--- src/nfb_pkg.sv ---
/*
  Package for the NOR flash bus host controller: bus phase timing,
  page geometry and block map constants.
  Assumes a 125 MHz core clock driving the flash pins directly.
*/
package nfb_pkg;
  // Core clock period in picoseconds
  localparam int CLK_PS = 8000;
  // Bus phase times in nanoseconds
  localparam int T_SETUP_NS = 10;
  localparam int T_PULSE_NS = 40;
  localparam int T_HOLD_NS = 10;
  localparam int T_ACC_NS = 70;
  localparam int T_PAGE_NS = 25;
  localparam int T_RST_NS = 500;
  // Least times round up
  localparam int SETUP_CYC = (T_SETUP_NS * 1000 + CLK_PS - 1) / CLK_PS;
  localparam int PULSE_CYC = (T_PULSE_NS * 1000 + CLK_PS - 1) / CLK_PS;
  localparam int HOLD_CYC = (T_HOLD_NS * 1000 + CLK_PS - 1) / CLK_PS;
  localparam int ACC_CYC = (T_ACC_NS * 1000 + CLK_PS - 1) / CLK_PS;
  localparam int PAGE_CYC = (T_PAGE_NS * 1000 + CLK_PS - 1) / CLK_PS;
  localparam int RST_CYC = (T_RST_NS * 1000 + CLK_PS - 1) / CLK_PS;
  localparam int CNT_W = 8;
  // Page of eight words, word picked by the low three address bits
  localparam int PAGE_WORDS = 8;
  localparam int PAGE_LSB_W = 3;
  // Block map: boot and main block sizes in words
  localparam int BOOT_BLK_KW_LSB = 12; // 4 kilo_words
  localparam int MAIN64_KW_LSB = 15;   // 32 kilo_words
  localparam int MAIN128_KW_LSB = 16;  // 64 kilo_words
  localparam int BOOT_BLKS = 8;
  localparam int MAIN_BLKS_64 = 127;
  localparam int TOP_BOOT_FIRST = 127;
  localparam int IDX_W = 8;
  // Variant codes
  localparam logic [1:0] VAR_UNIFORM64 = 2'h0;
  localparam logic [1:0] VAR_TOP64 = 2'h1;
  localparam logic [1:0] VAR_BOT64 = 2'h2;
  localparam logic [1:0] VAR_UNIFORM128 = 2'h3;

  typedef enum logic [5:0] {
    ST_IDLE = 6'b000001,
    ST_SETUP = 6'b000010,
    ST_PULSE = 6'b000100,
    ST_HOLD = 6'b001000,
    ST_PAGE = 6'b010000,
    ST_RESET = 6'b100000
  } nfb_state_e;
endpackage : nfb_pkg

--- src/nfb_host.sv ---
/*
  Host side bus controller for a parallel NOR flash. Runs random and
  page reads, command writes and hardware reset pulses on the pins.
  Assumes the data bus resolves from DQ_O/DQ_OE in the surroundings
  and that the flash is wired with the same width strap as BYTE_MODE.
*/
`timescale 1ns/1ps
module nfb_host
  import nfb_pkg::*;
#(
  parameter int ADDR_W = 23
) (
  input wire logic CORE_CLK,
  input wire logic RST_N,
  input wire logic CLK_EN,
  input wire logic REQ_VALID,
  input wire logic REQ_WRITE,
  input wire logic REQ_RESET,
  input wire logic REQ_NO_PAGE,
  input wire logic [ADDR_W-1:0] REQ_ADDR,
  input wire logic [15:0] REQ_WDATA,
  input wire logic BYTE_MODE,
  input wire logic WP_PROTECT,
  input wire logic [1:0] VARIANT,
  input wire logic [15:0] DQ_I,
  output logic REQ_READY,
  output logic RSP_VALID,
  output logic [15:0] RSP_RDATA,
  output logic [nfb_pkg::IDX_W-1:0] RSP_BLOCK,
  output logic [ADDR_W-1:0] FL_ADDR,
  output logic FL_CE_N,
  output logic FL_OE_N,
  output logic FL_WE_N,
  output logic FL_RST_N,
  output logic FL_WP_N,
  output logic [15:0] DQ_O,
  output logic [15:0] DQ_OE
);
  import nfb_pkg::*;

  // Refuse address widths the block map and page logic cannot serve
  if (ADDR_W < 16 || ADDR_W > 24) begin : g_bad_addr_w
    $error("nfb_host: ADDR_W out of range");
  end

  nfb_state_e state_r;
  logic [CNT_W-1:0] cnt_r;
  logic wr_r;
  logic page_ok_r;
  logic no_page_r; // Request kind kept, input may move during the read
  logic [ADDR_W-1:0] page_base_r;
  logic [15:0] dq_s1_r;
  logic [15:0] dq_s2_r;
  logic [IDX_W-1:0] blk_nxt;
  logic [ADDR_W-1:0] wa;

  ////////////////////////////////////////////////////////////////////
  // Word address of request: byte mode drops the byte lsb
  assign wa = BYTE_MODE ? (REQ_ADDR >> 1) : REQ_ADDR;

  // boot map x8, boot map x16
  always_comb begin
    blk_nxt = '0;
    case (VARIANT)
      VAR_UNIFORM64: blk_nxt = IDX_W'(wa >> MAIN64_KW_LSB);
      VAR_UNIFORM128: blk_nxt = IDX_W'(wa >> MAIN128_KW_LSB);
      VAR_TOP64: begin
        if ((wa >> MAIN64_KW_LSB) < MAIN_BLKS_64) begin
          blk_nxt = IDX_W'(wa >> MAIN64_KW_LSB);
        end else begin
          blk_nxt = IDX_W'(TOP_BOOT_FIRST) +
                    IDX_W'((wa >> BOOT_BLK_KW_LSB) & (BOOT_BLKS - 1));
        end
      end
      VAR_BOT64: begin
        if ((wa >> MAIN64_KW_LSB) == 0) begin
          blk_nxt = IDX_W'(wa >> BOOT_BLK_KW_LSB);
        end else begin
          blk_nxt = IDX_W'(wa >> MAIN64_KW_LSB) + IDX_W'(BOOT_BLKS - 1);
        end
      end
      default: blk_nxt = '0;
    endcase
  end

  ////////////////////////////////////////////////////////////////////
  // Data pin synchroniser, pins are outside the clock domain
  always_ff @(posedge CORE_CLK) begin
    if (!RST_N) begin
      dq_s1_r <= 16'h0000;
      dq_s2_r <= 16'h0000;
    end else if (CLK_EN) begin
      dq_s1_r <= DQ_I;
      dq_s2_r <= dq_s1_r;
    end
  end

  ////////////////////////////////////////////////////////////////////
  // Bus sequencer. Strobes are held many cycles, far above any glitch
  // filter, so no edge the host makes can be mistaken for noise.
  // strobe widths
  always_ff @(posedge CORE_CLK) begin
    if (!RST_N) begin
      state_r <= ST_IDLE;
      cnt_r <= '0;
      wr_r <= 1'b0;
      page_ok_r <= 1'b0;
      no_page_r <= 1'b0;
      page_base_r <= '0;
      REQ_READY <= 1'b0;
      RSP_VALID <= 1'b0;
      RSP_RDATA <= 16'h0000;
      RSP_BLOCK <= '0;
      FL_ADDR <= '0;
      FL_CE_N <= 1'b1;
      FL_OE_N <= 1'b1;
      FL_WE_N <= 1'b1;
      FL_RST_N <= 1'b1;
      FL_WP_N <= 1'b1;
      DQ_O <= 16'h0000;
      DQ_OE <= 16'h0000;
    end else if (CLK_EN) begin
      RSP_VALID <= 1'b0;
      FL_WP_N <= ~WP_PROTECT;
      case (state_r)
        ST_IDLE: begin
          REQ_READY <= 1'b1;
          if (REQ_VALID && REQ_READY) begin
            REQ_READY <= 1'b0;
            RSP_BLOCK <= blk_nxt;
            if (REQ_RESET) begin
              FL_RST_N <= 1'b0;
              FL_CE_N <= 1'b1;
              FL_OE_N <= 1'b1;
              page_ok_r <= 1'b0;
              cnt_r <= CNT_W'(RST_CYC);
              state_r <= ST_RESET;
            // Page spans A2..A0, plus the byte lsb in byte mode
            end else if (!REQ_WRITE && page_ok_r && !REQ_NO_PAGE &&
                         (BYTE_MODE ?
                          (REQ_ADDR >> (PAGE_LSB_W + 1)) ==
                          (page_base_r >> (PAGE_LSB_W + 1)) :
                          (REQ_ADDR >> PAGE_LSB_W) ==
                          (page_base_r >> PAGE_LSB_W))) begin
              // page hit, only low address bits move
              FL_ADDR <= BYTE_MODE ? (REQ_ADDR >> 1) : REQ_ADDR;
              DQ_O[15] <= REQ_ADDR[0];
              cnt_r <= CNT_W'(PAGE_CYC + 2);
              state_r <= ST_PAGE;
            end else begin
              // a new access selects the chip; after a read it is still selected
              wr_r <= REQ_WRITE;
              no_page_r <= REQ_NO_PAGE;
              page_base_r <= REQ_ADDR;
              FL_ADDR <= BYTE_MODE ? (REQ_ADDR >> 1) : REQ_ADDR;
              FL_CE_N <= 1'b0;
              // byte mode reads: DQ15 carries byte lsb address; writes drive REQ_WDATA[15] there
              DQ_O <= REQ_WRITE ? REQ_WDATA :
                      {REQ_ADDR[0], 15'h0000};
              DQ_OE <= REQ_WRITE ? (BYTE_MODE ? 16'h80FF : 16'hFFFF) :
                       (BYTE_MODE ? 16'h8000 : 16'h0000);
              cnt_r <= CNT_W'(SETUP_CYC);
              state_r <= ST_SETUP;
            end
          end
        end
        ST_SETUP: begin
          if (cnt_r > 1) begin
            cnt_r <= cnt_r - 1'b1;
          end else if (wr_r) begin
            // address stable before later falling edge
            FL_WE_N <= 1'b0;
            cnt_r <= CNT_W'(PULSE_CYC);
            state_r <= ST_PULSE;
          end else begin
            // device drives only while output enable low
            FL_OE_N <= 1'b0;
            cnt_r <= CNT_W'(ACC_CYC + 2);
            state_r <= ST_PULSE;
          end
        end
        ST_PULSE: begin
          if (cnt_r > 1) begin
            cnt_r <= cnt_r - 1'b1;
          end else begin
            // data held past earlier rising edge
            // data valid across the whole write
            FL_WE_N <= 1'b1;
            if (!wr_r) begin
              // data from whatever space the mode selects
              RSP_RDATA <= BYTE_MODE ? {8'h00, dq_s2_r[7:0]} : dq_s2_r;
              RSP_VALID <= 1'b1;
              // paging off for query or extended space
              page_ok_r <= ~no_page_r;
              REQ_READY <= 1'b1;
              state_r <= ST_IDLE;
            end else begin
              page_ok_r <= 1'b0;
              cnt_r <= CNT_W'(HOLD_CYC);
              state_r <= ST_HOLD;
            end
          end
        end
        ST_HOLD: begin
          if (cnt_r > 1) begin
            cnt_r <= cnt_r - 1'b1;
          end else begin
            // busy flash keeps working once deselected
            FL_CE_N <= 1'b1;
            DQ_OE <= 16'h0000;
            state_r <= ST_IDLE;
          end
        end
        ST_PAGE: begin
          if (cnt_r > 1) begin
            cnt_r <= cnt_r - 1'b1;
          end else begin
            RSP_RDATA <= BYTE_MODE ? {8'h00, dq_s2_r[7:0]} : dq_s2_r;
            RSP_VALID <= 1'b1;
            REQ_READY <= 1'b1;
            state_r <= ST_IDLE;
          end
        end
        ST_RESET: begin
          if (cnt_r > 1) begin
            cnt_r <= cnt_r - 1'b1;
          end else begin
            FL_RST_N <= 1'b1;
            DQ_OE <= 16'h0000;
            state_r <= ST_IDLE;
          end
        end
        default: begin
          state_r <= ST_IDLE;
        end
      endcase
      // Leaving a read: raise output enable only, chip enable stays low, when a write follows or paging is off
      if (state_r == ST_IDLE && REQ_VALID && REQ_READY && !REQ_RESET &&
          FL_OE_N == 1'b0 && (REQ_WRITE || !page_ok_r)) begin
        FL_OE_N <= 1'b1;
      end
    end
  end
endmodule : nfb_host

--- config.mk ---
export PLATFORM = sky130hd
export DESIGN_NAME = nfb_host
export DESIGN_NICKNAME = d
export VERILOG_FILES = /design/src/nfb_pkg.sv /design/src/nfb_host.sv
export SDC_FILE = /design/constraint.sdc
export NUM_CORES = 1
export LEC_CHECK = 0
export BUFFER_PORTS_ARGS = -buffer_cell sky130_fd_sc_hd__clkbuf_2
export CAP_MARGIN = 0
export CORE_ASPECT_RATIO = 0.8
export CORE_MARGIN = 2
export CORE_UTILIZATION = 40
export CTS_CLUSTER_SIZE = 14
export DETAILED_ROUTE_END_ITERATION = 16
export GPL_TIMING_DRIVEN = 0
export SYNTH_ARGS = -nofsm -noshare
export SYNTH_HDL_FRONTEND = slang
export SYNTH_SLANG_ARGS = --single-unit
--- constraint.sdc ---
create_clock -name CORE_CLK -period 4 [get_ports CORE_CLK]
set_clock_uncertainty 0.15 [all_clocks]
set_input_delay 0.4 -clock CORE_CLK [delete_from_list [all_inputs] [get_ports CORE_CLK]]
set_output_delay 0.4 -clock CORE_CLK [all_outputs]
set_load 0.01 [all_outputs]
==> metrics.txt, run 1 <==
run status=complete, no violations; overall routed net length=21500 microns; Clock Latency Late Sink=approximately 0.42 ns; largest vdd supply drop=between 0.2 and 0.3 mV; root buffer cell=sky130_fd_sc_hd__clkbuf_16; count of maximum capacitance violations=0; adder-cell share of the synthesized area=1.05%; most repeated cell in the gate-level netlist after synthesis=sky130_fd_sc_hd__dfxtp_1; Diodes inserted=0; number of buffers inserted during clock tree synthesis=17; cell type contributing the most total cell area after synthesis=sky130_fd_sc_hd__dfxtp_1; register clock-pin slew on the reported worst setup and hold paths=0.06 ns; Inst Count DP=~1200; largest net degree at the start of global routing=17; number of register bits inferred by synthesis=about 140; synthesis-to-finish area growth=22.9%; clock period minus final worst setup slack=about 2.7 ns; critical path required time=~4.2 ns; list of cells traversed by the critical path=nor4_4 -> o211a_1 -> nand2_1 -> nor3_2 -> buf_2 -> nand3b_1 -> a21oi_1; Arrival @ worst endpoint=2.85 ns; measured slew at the worst slew-check pin=0.814 ns; global-route wire length before repair=33000 microns; Max-Slew Margin vs Limit=about 46%; layout net count=1071; first-iteration detailed-routing DRC count=roughly 670; # port buffers=around 140; top-area cell type share of the netlist area=39.9%; initial cell density of the core=approximately two fifths; antenna violations before repair=0; number of remaining DRC errors=0; combinational family with the most area after synthesis=simple AND/OR/NAND/NOR gates; final critical-path share of the clock period=66.3%; count of final max-slew check failures=0; number of library cell types mapped by synthesis=76; clock tree from TritonCTS=done; total standard cell area after synthesis=about 7000 sq um; Antenna Nets Post-Route=0; leakage power summed over all cells=~3.7 nW; final setup slack of the worst path=around 1.3 ns; hold crit path type=primary input to flop; total routing usage reported by global routing=around 22%; total number of H-tree levels=4; compound-cell area share of the yosys netlist=around 17%; cell with the largest stage delay on the worst path=sky130_fd_sc_hd__nor3_2; Clock Sinks=about 140; setup repair after global routing missed its margin=false; post-CTS sizing=0; hold-fix buffer count after cts=0; last weighted congestion value of the routability-driven placer=0.874; critical path endpoint category=flop; buffers inserted by post-CTS timing repair=0; power per unit of standard cell area=around 450 nW/um^2; GRT Residual Overflow=0; core area=roughly 17000 sq um; number of synthesized flops with an enable pin=0; XOR/XNOR Fraction of Synth Area=under 10%; main flop type after synthesis=sky130_fd_sc_hd__dfxtp_1; launching element type of the critical path=flop; Area contributors post-synth=sky130_fd_sc_hd__dfxtp_1 (40%), sky130_fd_sc_hd__mux2i_1 (8.4%), sky130_fd_sc_hd__nand2_1 (5.4%); final non-filler cell total=around 1200; routed length on met3=between 1000 and 1500 microns; post-DR wirelength/cell=between 15 and 20 microns; portion of the post-synthesis area used by sequential elements=39.9%; HPWL Detailed=between 15000 and 20000 microns; gate count after technology mapping=836; Synth async-reset ratio=0%; number of vias in the routed layout=approximately 6600; number of ports placed on the die boundary=152; Post-Syn Nets=908; synth cell count leaders=sky130_fd_sc_hd__dfxtp_1 (142), sky130_fd_sc_hd__nand2_1 (102), sky130_fd_sc_hd__nor2_1 (87); full die area=between 15000 and 20000 sq um; Detailed Routing Iterations Pass 1=5; synthesized area per cell=roughly 8.5 sq um; number of core rows=43; worst-case setup slack after placement=0.968 ns; delay of the slowest cell on the worst path=between 0.5 and 0.6 ns; hold_ws=approximately 0.061 ns; Final Hold Violating Endpoints=0; total number of yosys warnings=0; Detail Route met2 WL=9270 microns; height of the chip=approximately 120 microns; metal1 wirelength=10500 microns; crit path kind=flop to flop; average via count per standard cell=roughly 5.3; max frequency=~0.38 GHz; Max Fanout on Critical Path=10; number of buffers on the longest clock path=2; total negative setup slack=0 ns; share of layout cells above drive strength 1=between 20 and 25%; Highest Signal Layer=met4; final number of setup-violating endpoints=0; number of global-route vias before repair=a little under 6000; Horiz. Die Dim=about 150 microns; simple-gate portion of the synthesized area=a little under a quarter; share of cell area taken by muxes after synthesis=about a tenth
==> state kept, by name, summed over array words and instances, names as in the netlist <==
signal       cells
FL_WE_N          1
REQ_READY        1
FL_WP_N          1
page_ok_r        1
wr_r             1
state_r          6
FL_RST_N         1
FL_CE_N          1
FL_ADDR         23
DQ_OE            3
RSP_RDATA       16
no_page_r        1
dq_s1_r         16
DQ_O            16
RSP_BLOCK        8
cnt_r            8
dq_s2_r         16
FL_OE_N          1
page_base_r     20
RSP_VALID        1
==> per-layer routing <==
layer | up-vias | GRT usage, %
met5 | - | 0
met2 | 224 | 34.0
li1 | 3279 | -
met1 | 3086 | 32.5
met4 | 0 | 5.50
met3 | 22 | 5.01
==> final timing paths <==
kind	from	end	slack (ns)	depth (start not counted)
worst max register to register	cnt_r[2]$_SDFFE_PN0P_	RSP_RDATA[15]$_SDFFE_PN0P_	1.35	7
worst max-delay path	cnt_r[2]$_SDFFE_PN0P_	RSP_RDATA[15]$_SDFFE_PN0P_	1.35	7
worst min register to register	RSP_RDATA[0]$_SDFFE_PN0P_	RSP_RDATA[0]$_SDFFE_PN0P_	0.30	2
worst min-delay path	DQ_I[8]	dq_s1_r[8]$_SDFFE_PN0P_	0.06	3
==> cell families (layout without fill, tap and decap cells) <==
kind of cell,count (synthesis),count (layout)
compound gates,183,183
xor+xnor,30,30
fa+ha+maj,6,6
buf+inv,81,257
flops,142,142
mux,66,66
simple gates,328,328
==> per-stage QoR <==
stage,total power [mW],instance area (sq um),util (%)
3_5_place_dp,2.22,8130,46.8
3_3_place_gp,2.21,8130,46.8
2_1_floorplan,2.01,7130,-
4_1_cts,3.92,8770,50.4
6_report,3.90,8770,50.4
5_1_grt,4.06,8770,50.4
==> critical path: cells and delay by family (launching register included) <==
kind | cells | cell delay, ns
AND/OR/NAND/NOR | 4 | 1.18
flip-flops | 1 | 0.37
buffers and inverters | 1 | 0.36
AO/OA/AOI/OAI | 2 | 0.51
==> placed cells by master, fill, tap and decap left out, drive strengths merged, types with 4 or more instances in the layout <==
| master | instances |
|---|---|
| clkbuf | 192 |
| dfxtp | 142 |
| nand2 | 103 |
| nor2 | 90 |
| mux2i | 61 |
| a21oi | 55 |
| nand3 | 52 |
| o21ai | 49 |
| buf | 46 |
| a211oi | 26 |
| xor2 | 25 |
| nor3 | 14 |
| nand3b | 11 |
| nor4 | 10 |
| inv | 9 |
| nor2b | 8 |
| nand2b | 8 |
| o211ai | 7 |
| a31oi | 6 |
| ha | 6 |
| nand4 | 6 |
| nand4b | 5 |
| mux2 | 5 |
| xnor2 | 5 |
| a21boi | 5 |
| clkinv | 5 |
| and2 | 5 |
| or3 | 4 |
| o21bai | 4 |
| bufinv | 4 |
| and3 | 4 |
==> final cells by class <==
cell class              count  area, sq um
flip-flops and latches    142         2840
repair buffers            144          721
fillers                  1710         8610
clock inverters            11          161
clock buffers              21          470
multi-input cells         613         3860
plain buffers              73          399
well taps                 225          282
inverters                   8         30.0
==> where the power goes <==
part / total [mW] / switching [mW] / internal, mW / leakage, nW
combinational: 0.666 / 0.414 / 0.252 / 2.24
sequential: 1.53 / 0.0540 / 1.48 / 1.15
clock: 1.71 / 0.616 / 1.09 / 0.313
total: 3.90 / 1.08 / 2.82 / 3.71
No activity file was read; power rests on OpenSTA's default activity.
==> inputs of run 2 (changes only) <==
==> constraint.sdc (replaced) <==
create_clock -name CORE_CLK -period 2.4 [get_ports CORE_CLK]
set_clock_uncertainty 0.15 [all_clocks]
set_input_delay 0.24 -clock CORE_CLK [delete_from_list [all_inputs] [get_ports CORE_CLK]]
set_output_delay 0.24 -clock CORE_CLK [all_outputs]
set_load 0.01 [all_outputs]
==> metrics.txt, run 2 (synthesis results as in run 1) <==
highest-count cells in the layout ignoring fill and taps=sky130_fd_sc_hd__clkbuf_2 (144), sky130_fd_sc_hd__dfxtp_1 (141), sky130_fd_sc_hd__nand2_1 (101); Max Fanout on Critical Path=5 (-5); Horiz. Die Dim=153 microns (unchanged); number of ports placed on the die boundary=152 (unchanged); area occupied by registers=2840 sq um (about the same); leakage power summed over all cells=3.98 nW (+7.3%); Max-Slew Margin vs Limit=45.9% (+0.18 points); number of core rows=43 (unchanged); setup repair after global routing missed its margin=false; number of remaining DRC errors=0 (unchanged); final number of setup-violating endpoints=0 (unchanged); critical path required time=2.60 ns (-1.60 ns); Detailed Routing Iterations Pass 1=5 (unchanged); hold_ws=0.00918 ns (-0.0515 ns); largest net degree at the start of global routing=17 (unchanged); final critical-path share of the clock period=~97%; core area=17400 sq um (unchanged); last weighted congestion value of the routability-driven placer=0.874 (unchanged); initial cell density of the core=41.0% (unchanged); largest registers in the final layout=FL_ADDR: 23 flops, page_base_r: 20 flops; Fill cells=1639 (-4.2%); HPWL Detailed=15900 microns (unchanged); total negative setup slack=0 ns (unchanged); number of vias in the routed layout=6895 (+4.3%); Clock Latency Late Sink=0.42 ns (about the same); full die area=18900 sq um (unchanged); measured slew at the worst slew-check pin=0.811 ns (-0.00263 ns); most numerous cell on the critical path=sky130_fd_sc_hd__buf_4; delay of the slowest cell on the worst path=0.55 ns (about the same); final core area utilization=54.3% (+3.9 points); root buffer cell=sky130_fd_sc_hd__clkbuf_16; # port buffers=144 (unchanged); number of buffers on the longest clock path=2 (unchanged); family of cells with the greatest summed delay on the critical path=buffers and inverters; clock period minus final worst setup slack=roughly 2.3 ns; final setup slack of the worst path=0.0712 ns (-1.28 ns); area of the multi-input gates=3960 sq um (+2.6%); overall routed net length=22300 microns (+3.9%); critical path endpoint category=flop; clock tree from TritonCTS=done; count of final max-slew check failures=0 (unchanged); share of layout cells above drive strength 1=25.5% (+1.4 points); power per unit of standard cell area=701 nW/um^2 (+58%); list of cells traversed by the critical path=dlygate4sd3_1 -> clkbuf_2 -> xor2_1 -> or4_4 -> o31ai_4 -> buf_4 -> buf_4 -> nand2_1 -> a21oi_1; Clock Sinks=142 (unchanged); total number of H-tree levels=4 (unchanged); cell with the largest stage delay on the worst path=sky130_fd_sc_hd__or4_4; hold crit path type=primary input to flop; WP buf/inv=4 (+3); register with the most flip-flops=FL_ADDR; Final Hold Violating Endpoints=0 (unchanged); total routing usage reported by global routing=23.1% (+0.67 points); number of global-route vias before repair=6300 (+5.9%); max frequency=0.429 GHz; first-iteration detailed-routing DRC count=580 (-14%); Diodes inserted=0 (unchanged); height of the chip=123 microns (unchanged); Largest register FFs=23 (unchanged); launching element type of the critical path=primary input; layout net count=1130 (+5.5%); synthesis-to-finish area growth=32.4%; count of maximum capacitance violations=0 (unchanged); post-DR wirelength/cell=17.2 microns (-0.84%); most common cell after layout, fill and taps aside=sky130_fd_sc_hd__clkbuf_2; GRT Residual Overflow=0 (unchanged); global-route wire length before repair=34100 microns (+3.4%); average via count per standard cell=5.32 (-0.45%); crit path kind=primary input to flop; run status=complete, no violations; Arrival @ worst endpoint=2.53 ns (-0.32 ns); register clock-pin slew on the reported worst setup and hold paths=0.06 ns (about the same); number of buffers inserted during clock tree synthesis=17 (unchanged); largest vdd supply drop=0.449 mV (+66%); antenna violations before repair=0 (unchanged); worst-case setup slack after placement=-0.472 ns (-1.44 ns); Antenna Nets Post-Route=0 (unchanged)
==> run 2: cell types whose count changed in the layout (fill, tap and decap cells not counted), moves of 2 or more <==
cell                            delta
sky130_fd_sc_hd__dlygate4sd3_1    +46
sky130_fd_sc_hd__buf_4            +15
sky130_fd_sc_hd__buf_2             -3
sky130_fd_sc_hd__nor3_1            -3
sky130_fd_sc_hd__nor4_1            -3
sky130_fd_sc_hd__nor3_2            +2
sky130_fd_sc_hd__nor4_2            +2
==> run 2: routing by layer <==
metal  wire length (microns)  share of wire, %  GRT usage, %  up-vias
met4                     325               1.5          6.89        0
met3                    1470               6.6          5.68       27
met1                   10700                48          32.4     3252
met5                       0                 0             0        -
li1                        -                 -             -     3393
met2                    9750                44          35.4      223
==> run 2: what timing repair did <==
action                     CTS  global route
hold endpoints to repair    46             0
pin swaps                    2             7
gates cloned                 0             0
hold buffers                46             0
buffers inserted             4            10
gates resized for setup      5            23
setup endpoints to repair   59            50
==> run 2: power by group <==
group | switching [mW] | total (mW) | internal [mW]
combinational | 0.723 | 1.23 | 0.504
sequential | 0.0912 | 2.55 | 2.46
clock | 1.02 | 2.84 | 1.82
==> run 2: worst paths after layout <==
check                                               start                         to  slack, ns  cells after the start
worst min register to register  RSP_RDATA[0]$_SDFFE_PN0P_  RSP_RDATA[0]$_SDFFE_PN0P_       0.30                      2
worst min-delay path                        REQ_WDATA[15]      DQ_O[15]$_SDFFE_PN0P_      0.009                      3
worst max-delay path                         REQ_ADDR[14]       DQ_O[2]$_SDFFE_PN0P_       0.07                      9
worst max register to register     page_ok_r$_SDFFE_PN0P_       FL_CE_N$_SDFFE_PN1P_       0.08                      7
==> run 2: cell type report <==
type                    instances  share of cell area (%)
multi-input cells             613                    42.0
plain buffers                  73                    4.36
flip-flops and latches        142                    30.1
repair buffers                203                    13.6
clock inverters                11                    1.71
clock buffers                  21                    4.98
well taps                     225                    2.98
inverters                       8                   0.318
==> run 2: stage by stage <==
step / instance area [sq um] / power, mW / cells
after floorplan: 7130 / 3.35 / 836
after global placement: 8130 / 3.69 / 1205
after detailed placement: 8130 / 3.69 / 1205
after CTS: 9280 / 6.62 / 1287
after global routing: 9440 / 6.90 / 1296
final: 9440 / 6.62 / 1296
==> run 2: worst min-delay path: cells and delay by family <==
kind	cells	cell delay [ns]
buffers and inverters	1	0.08
muxes	1	0.13
AOI/OAI and AO/OA	1	0.09
==> inputs of run 3 (changes only) <==
==> constraint.sdc (replaced) <==
create_clock -name CORE_CLK -period 1.9 [get_ports CORE_CLK]
set_clock_uncertainty 0.15 [all_clocks]
set_input_delay 0.19 -clock CORE_CLK [delete_from_list [all_inputs] [get_ports CORE_CLK]]
set_output_delay 0.19 -clock CORE_CLK [all_outputs]
set_load 0.01 [all_outputs]
==> metrics.txt, run 3 (synthesis results as in run 1) <==
leakage power summed over all cells=4.65 nW (+17%); root buffer cell=sky130_fd_sc_hd__clkbuf_16; antenna violations before repair=0 (unchanged); setup repair after global routing missed its margin=true; clock tree from TritonCTS=done; GRT Residual Overflow=0 (unchanged); Arrival @ worst endpoint=2.37 ns (-0.16 ns); Clock Sinks=142 (unchanged); number of remaining DRC errors=0 (unchanged); Worst Hold Path Cells=3 (unchanged); largest net degree at the start of global routing=17 (unchanged); final critical-path share of the clock period=114%; share of layout cells above drive strength 1=43.7% (+18 points); # port buffers=144 (unchanged); max frequency=0.460 GHz; number of global-route vias before repair=7102 (+13%); worst-case setup slack after placement=-0.584 ns (-0.112 ns); run status=finished, violations left; Max Fanout on Critical Path=6 (+1); number of ports placed on the die boundary=152 (unchanged); average via count per standard cell=5.53 (+4.0%); count of maximum capacitance violations=0 (unchanged); Largest register FFs=23 (unchanged); last weighted congestion value of the routability-driven placer=0.892 (+2.1%); post-DR wirelength/cell=18.4 microns (+7.2%); hold crit path type=primary input to flop; height of the chip=123 microns (unchanged); full die area=18900 sq um (unchanged); clock period minus final worst setup slack=2.17 ns; layout net count=1210 (+7.1%); number of buffers on the longest clock path=2 (unchanged); Max-Slew Margin vs Limit=41.0% (-4.9 points); total number of H-tree levels=4 (unchanged); core area=17400 sq um (unchanged); overall routed net length=25400 microns (+14%); Horiz. Die Dim=153 microns (unchanged); final core area utilization=64.8% (+10 points); critical path required time=2.10 ns (-0.50 ns); endpoint of the worst register-to-register path=page_base_r[7]$_SDFFE_PN0P_; highest-count cells in the layout ignoring fill and taps=sky130_fd_sc_hd__clkbuf_2 (145), sky130_fd_sc_hd__dfxtp_1 (129), sky130_fd_sc_hd__nor2_1 (74); largest vdd supply drop=0.626 mV (+40%); final non-filler cell total=1376 (+6.2%); WP buf/inv=3 (-1); synthesis-to-finish area growth=57.9%; Detailed Routing Iterations Pass 1=5 (unchanged); family of cells with the greatest summed delay on the critical path=simple AND/OR/NAND/NOR gates; largest registers in the final layout=FL_ADDR: 23 flops, page_base_r: 20 flops; most common cell after layout, fill and taps aside=sky130_fd_sc_hd__clkbuf_2; number of buffers inserted during clock tree synthesis=17 (unchanged); Diodes inserted=0 (unchanged); global-route wire length before repair=38000 microns (+11%); Antenna Nets Post-Route=0 (unchanged); Worst Reg-to-Reg Cells=9 (+2); launching element type of the critical path=flop; startpoint of the worst register-to-register path=page_base_r[18]$_SDFFE_PN0P_; cell with the largest stage delay on the worst path=sky130_fd_sc_hd__dfxtp_2; measured slew at the worst slew-check pin=0.885 ns (+0.0736 ns); final number of setup-violating endpoints=97 (+97); delay of the slowest cell on the worst path=0.34 ns (-0.21 ns); worst reg2reg setup slack=-0.27 ns (-0.35 ns); Clock Latency Late Sink=0.43 ns (about the same); terminating pin of the worst hold path=FL_ADDR[3]$_SDFFE_PN0P_; total routing usage reported by global routing=25.5% (+2.4 points); final setup slack of the worst path=-0.272 ns (-0.344 ns); power per unit of standard cell area=818 nW/um^2 (+17%); total negative setup slack=-15.86 ns (-15.86 ns); register clock-pin slew on the reported worst setup and hold paths=0.06 ns (about the same); number of core rows=43 (unchanged); HPWL Detailed=15900 microns (about the same); Final Hold Violating Endpoints=0 (unchanged); failing checks=negative setup slack; hold_ws=0.00772 ns (-0.00146 ns); Fill cells=1356 (-17%); Inst Count DP=1205 (unchanged); count of final max-slew check failures=0 (unchanged); first-iteration detailed-routing DRC count=634 (+9.3%); number of vias in the routed layout=7612 (+10%); list of cells traversed by the critical path=xor2_1 -> nor4_1 -> nand4_1 -> buf_4 -> o21ai_4 -> buf_12 -> buf_8 -> nand3_2 -> o21ai_2; crit path kind=flop to flop; initial cell density of the core=41.0% (unchanged); register with the most flip-flops=FL_ADDR; hold_sp=REQ_ADDR[4]; critical path endpoint category=flop
## run 3: cell types whose count changed in the layout (fill, tap and decap cells not counted), moves of 17 or more
cell                      change
sky130_fd_sc_hd__buf_6       +35
sky130_fd_sc_hd__a21oi_1     -30
sky130_fd_sc_hd__o21ai_0     -33
sky130_fd_sc_hd__o21ai_1     +19
sky130_fd_sc_hd__a21oi_2     +28
sky130_fd_sc_hd__nand3_1     -21
sky130_fd_sc_hd__nand2_4     +18
sky130_fd_sc_hd__nand3_2     +17
sky130_fd_sc_hd__nand2_1     -29
sky130_fd_sc_hd__buf_4       +24
## run 3: repair_timing
item | 4_1_cts | 5_1_grt
setup buffers | 52 | 27
hold buffers | 58 | 0
setup endpoints to repair | 108 | 123
pin swaps | 69 | 66
cloned | 11 | 0
hold endpoints to repair | 57 | 0
gates resized for setup | 177 | 141
## run 3: tightest hold or removal path, delay by kind of cell
kind            cells  cell delay [ns]
mux                 1             0.14
buf+inv             1             0.13
compound gates      1             0.08
## run 3: how the worst max path moves through the flow
stage / from / endpoint / depth (start not counted)
final: page_base_r[18]$_SDFFE_PN0P_ / page_base_r[7]$_SDFFE_PN0P_ / 9
after detailed placement: BYTE_MODE / RSP_BLOCK[1]$_SDFFE_PN0P_ / 9
after global placement: BYTE_MODE / RSP_BLOCK[1]$_SDFFE_PN0P_ / 12
after floorplan: state_r[5]$_SDFFE_PN0P_ / FL_CE_N$_SDFFE_PN1P_ / 5
after global routing: page_base_r[18]$_SDFFE_PN0P_ / FL_CE_N$_SDFFE_PN1P_ / 6
after CTS: page_ok_r$_SDFFE_PN0P_ / FL_CE_N$_SDFFE_PN1P_ / 6
## run 3: layout make-up
type                            count  area (sq um)  area share [%]
Multi-Input combinational cell    613          4760            42.2
Clock buffer                       22           484            4.30
Inverter                            8          30.0           0.267
Sequential cell                   142          2860            25.4
Timing Repair Buffer              288          2200            19.5
Buffer                             68           464            4.12
Clock inverter                     10           181            1.61
Tap cell                          225           282            2.50
## run 3: through the flow
stage / cell area [sq um] / power, mW
after global placement: 8240 / 4.71
after detailed placement: 8240 / 4.71
final: 11300 / 9.21
after floorplan: 7230 / 4.27
after CTS: 10600 / 8.99
after global routing: 11300 / 9.55
## run 3: report_power, final
| part | internal (mW) | leakage [nW] | switching (mW) |
|---|---|---|---|
| logic | 1.01 | 3.17 | 1.18 |
| clock network | 2.47 | 0.327 | 1.31 |
| registers | 3.11 | 1.16 | 0.134 |
## run 3: per-layer routing
metal | vias up | wire [microns] | track usage, %
li1 | 3577 | - | -
met1 | 3653 | 11400 | 35.8
met5 | - | 0 | 0
met2 | 326 | 11600 | 39.5
met3 | 56 | 1790 | 4.42
met4 | 0 | 573 | 9.49
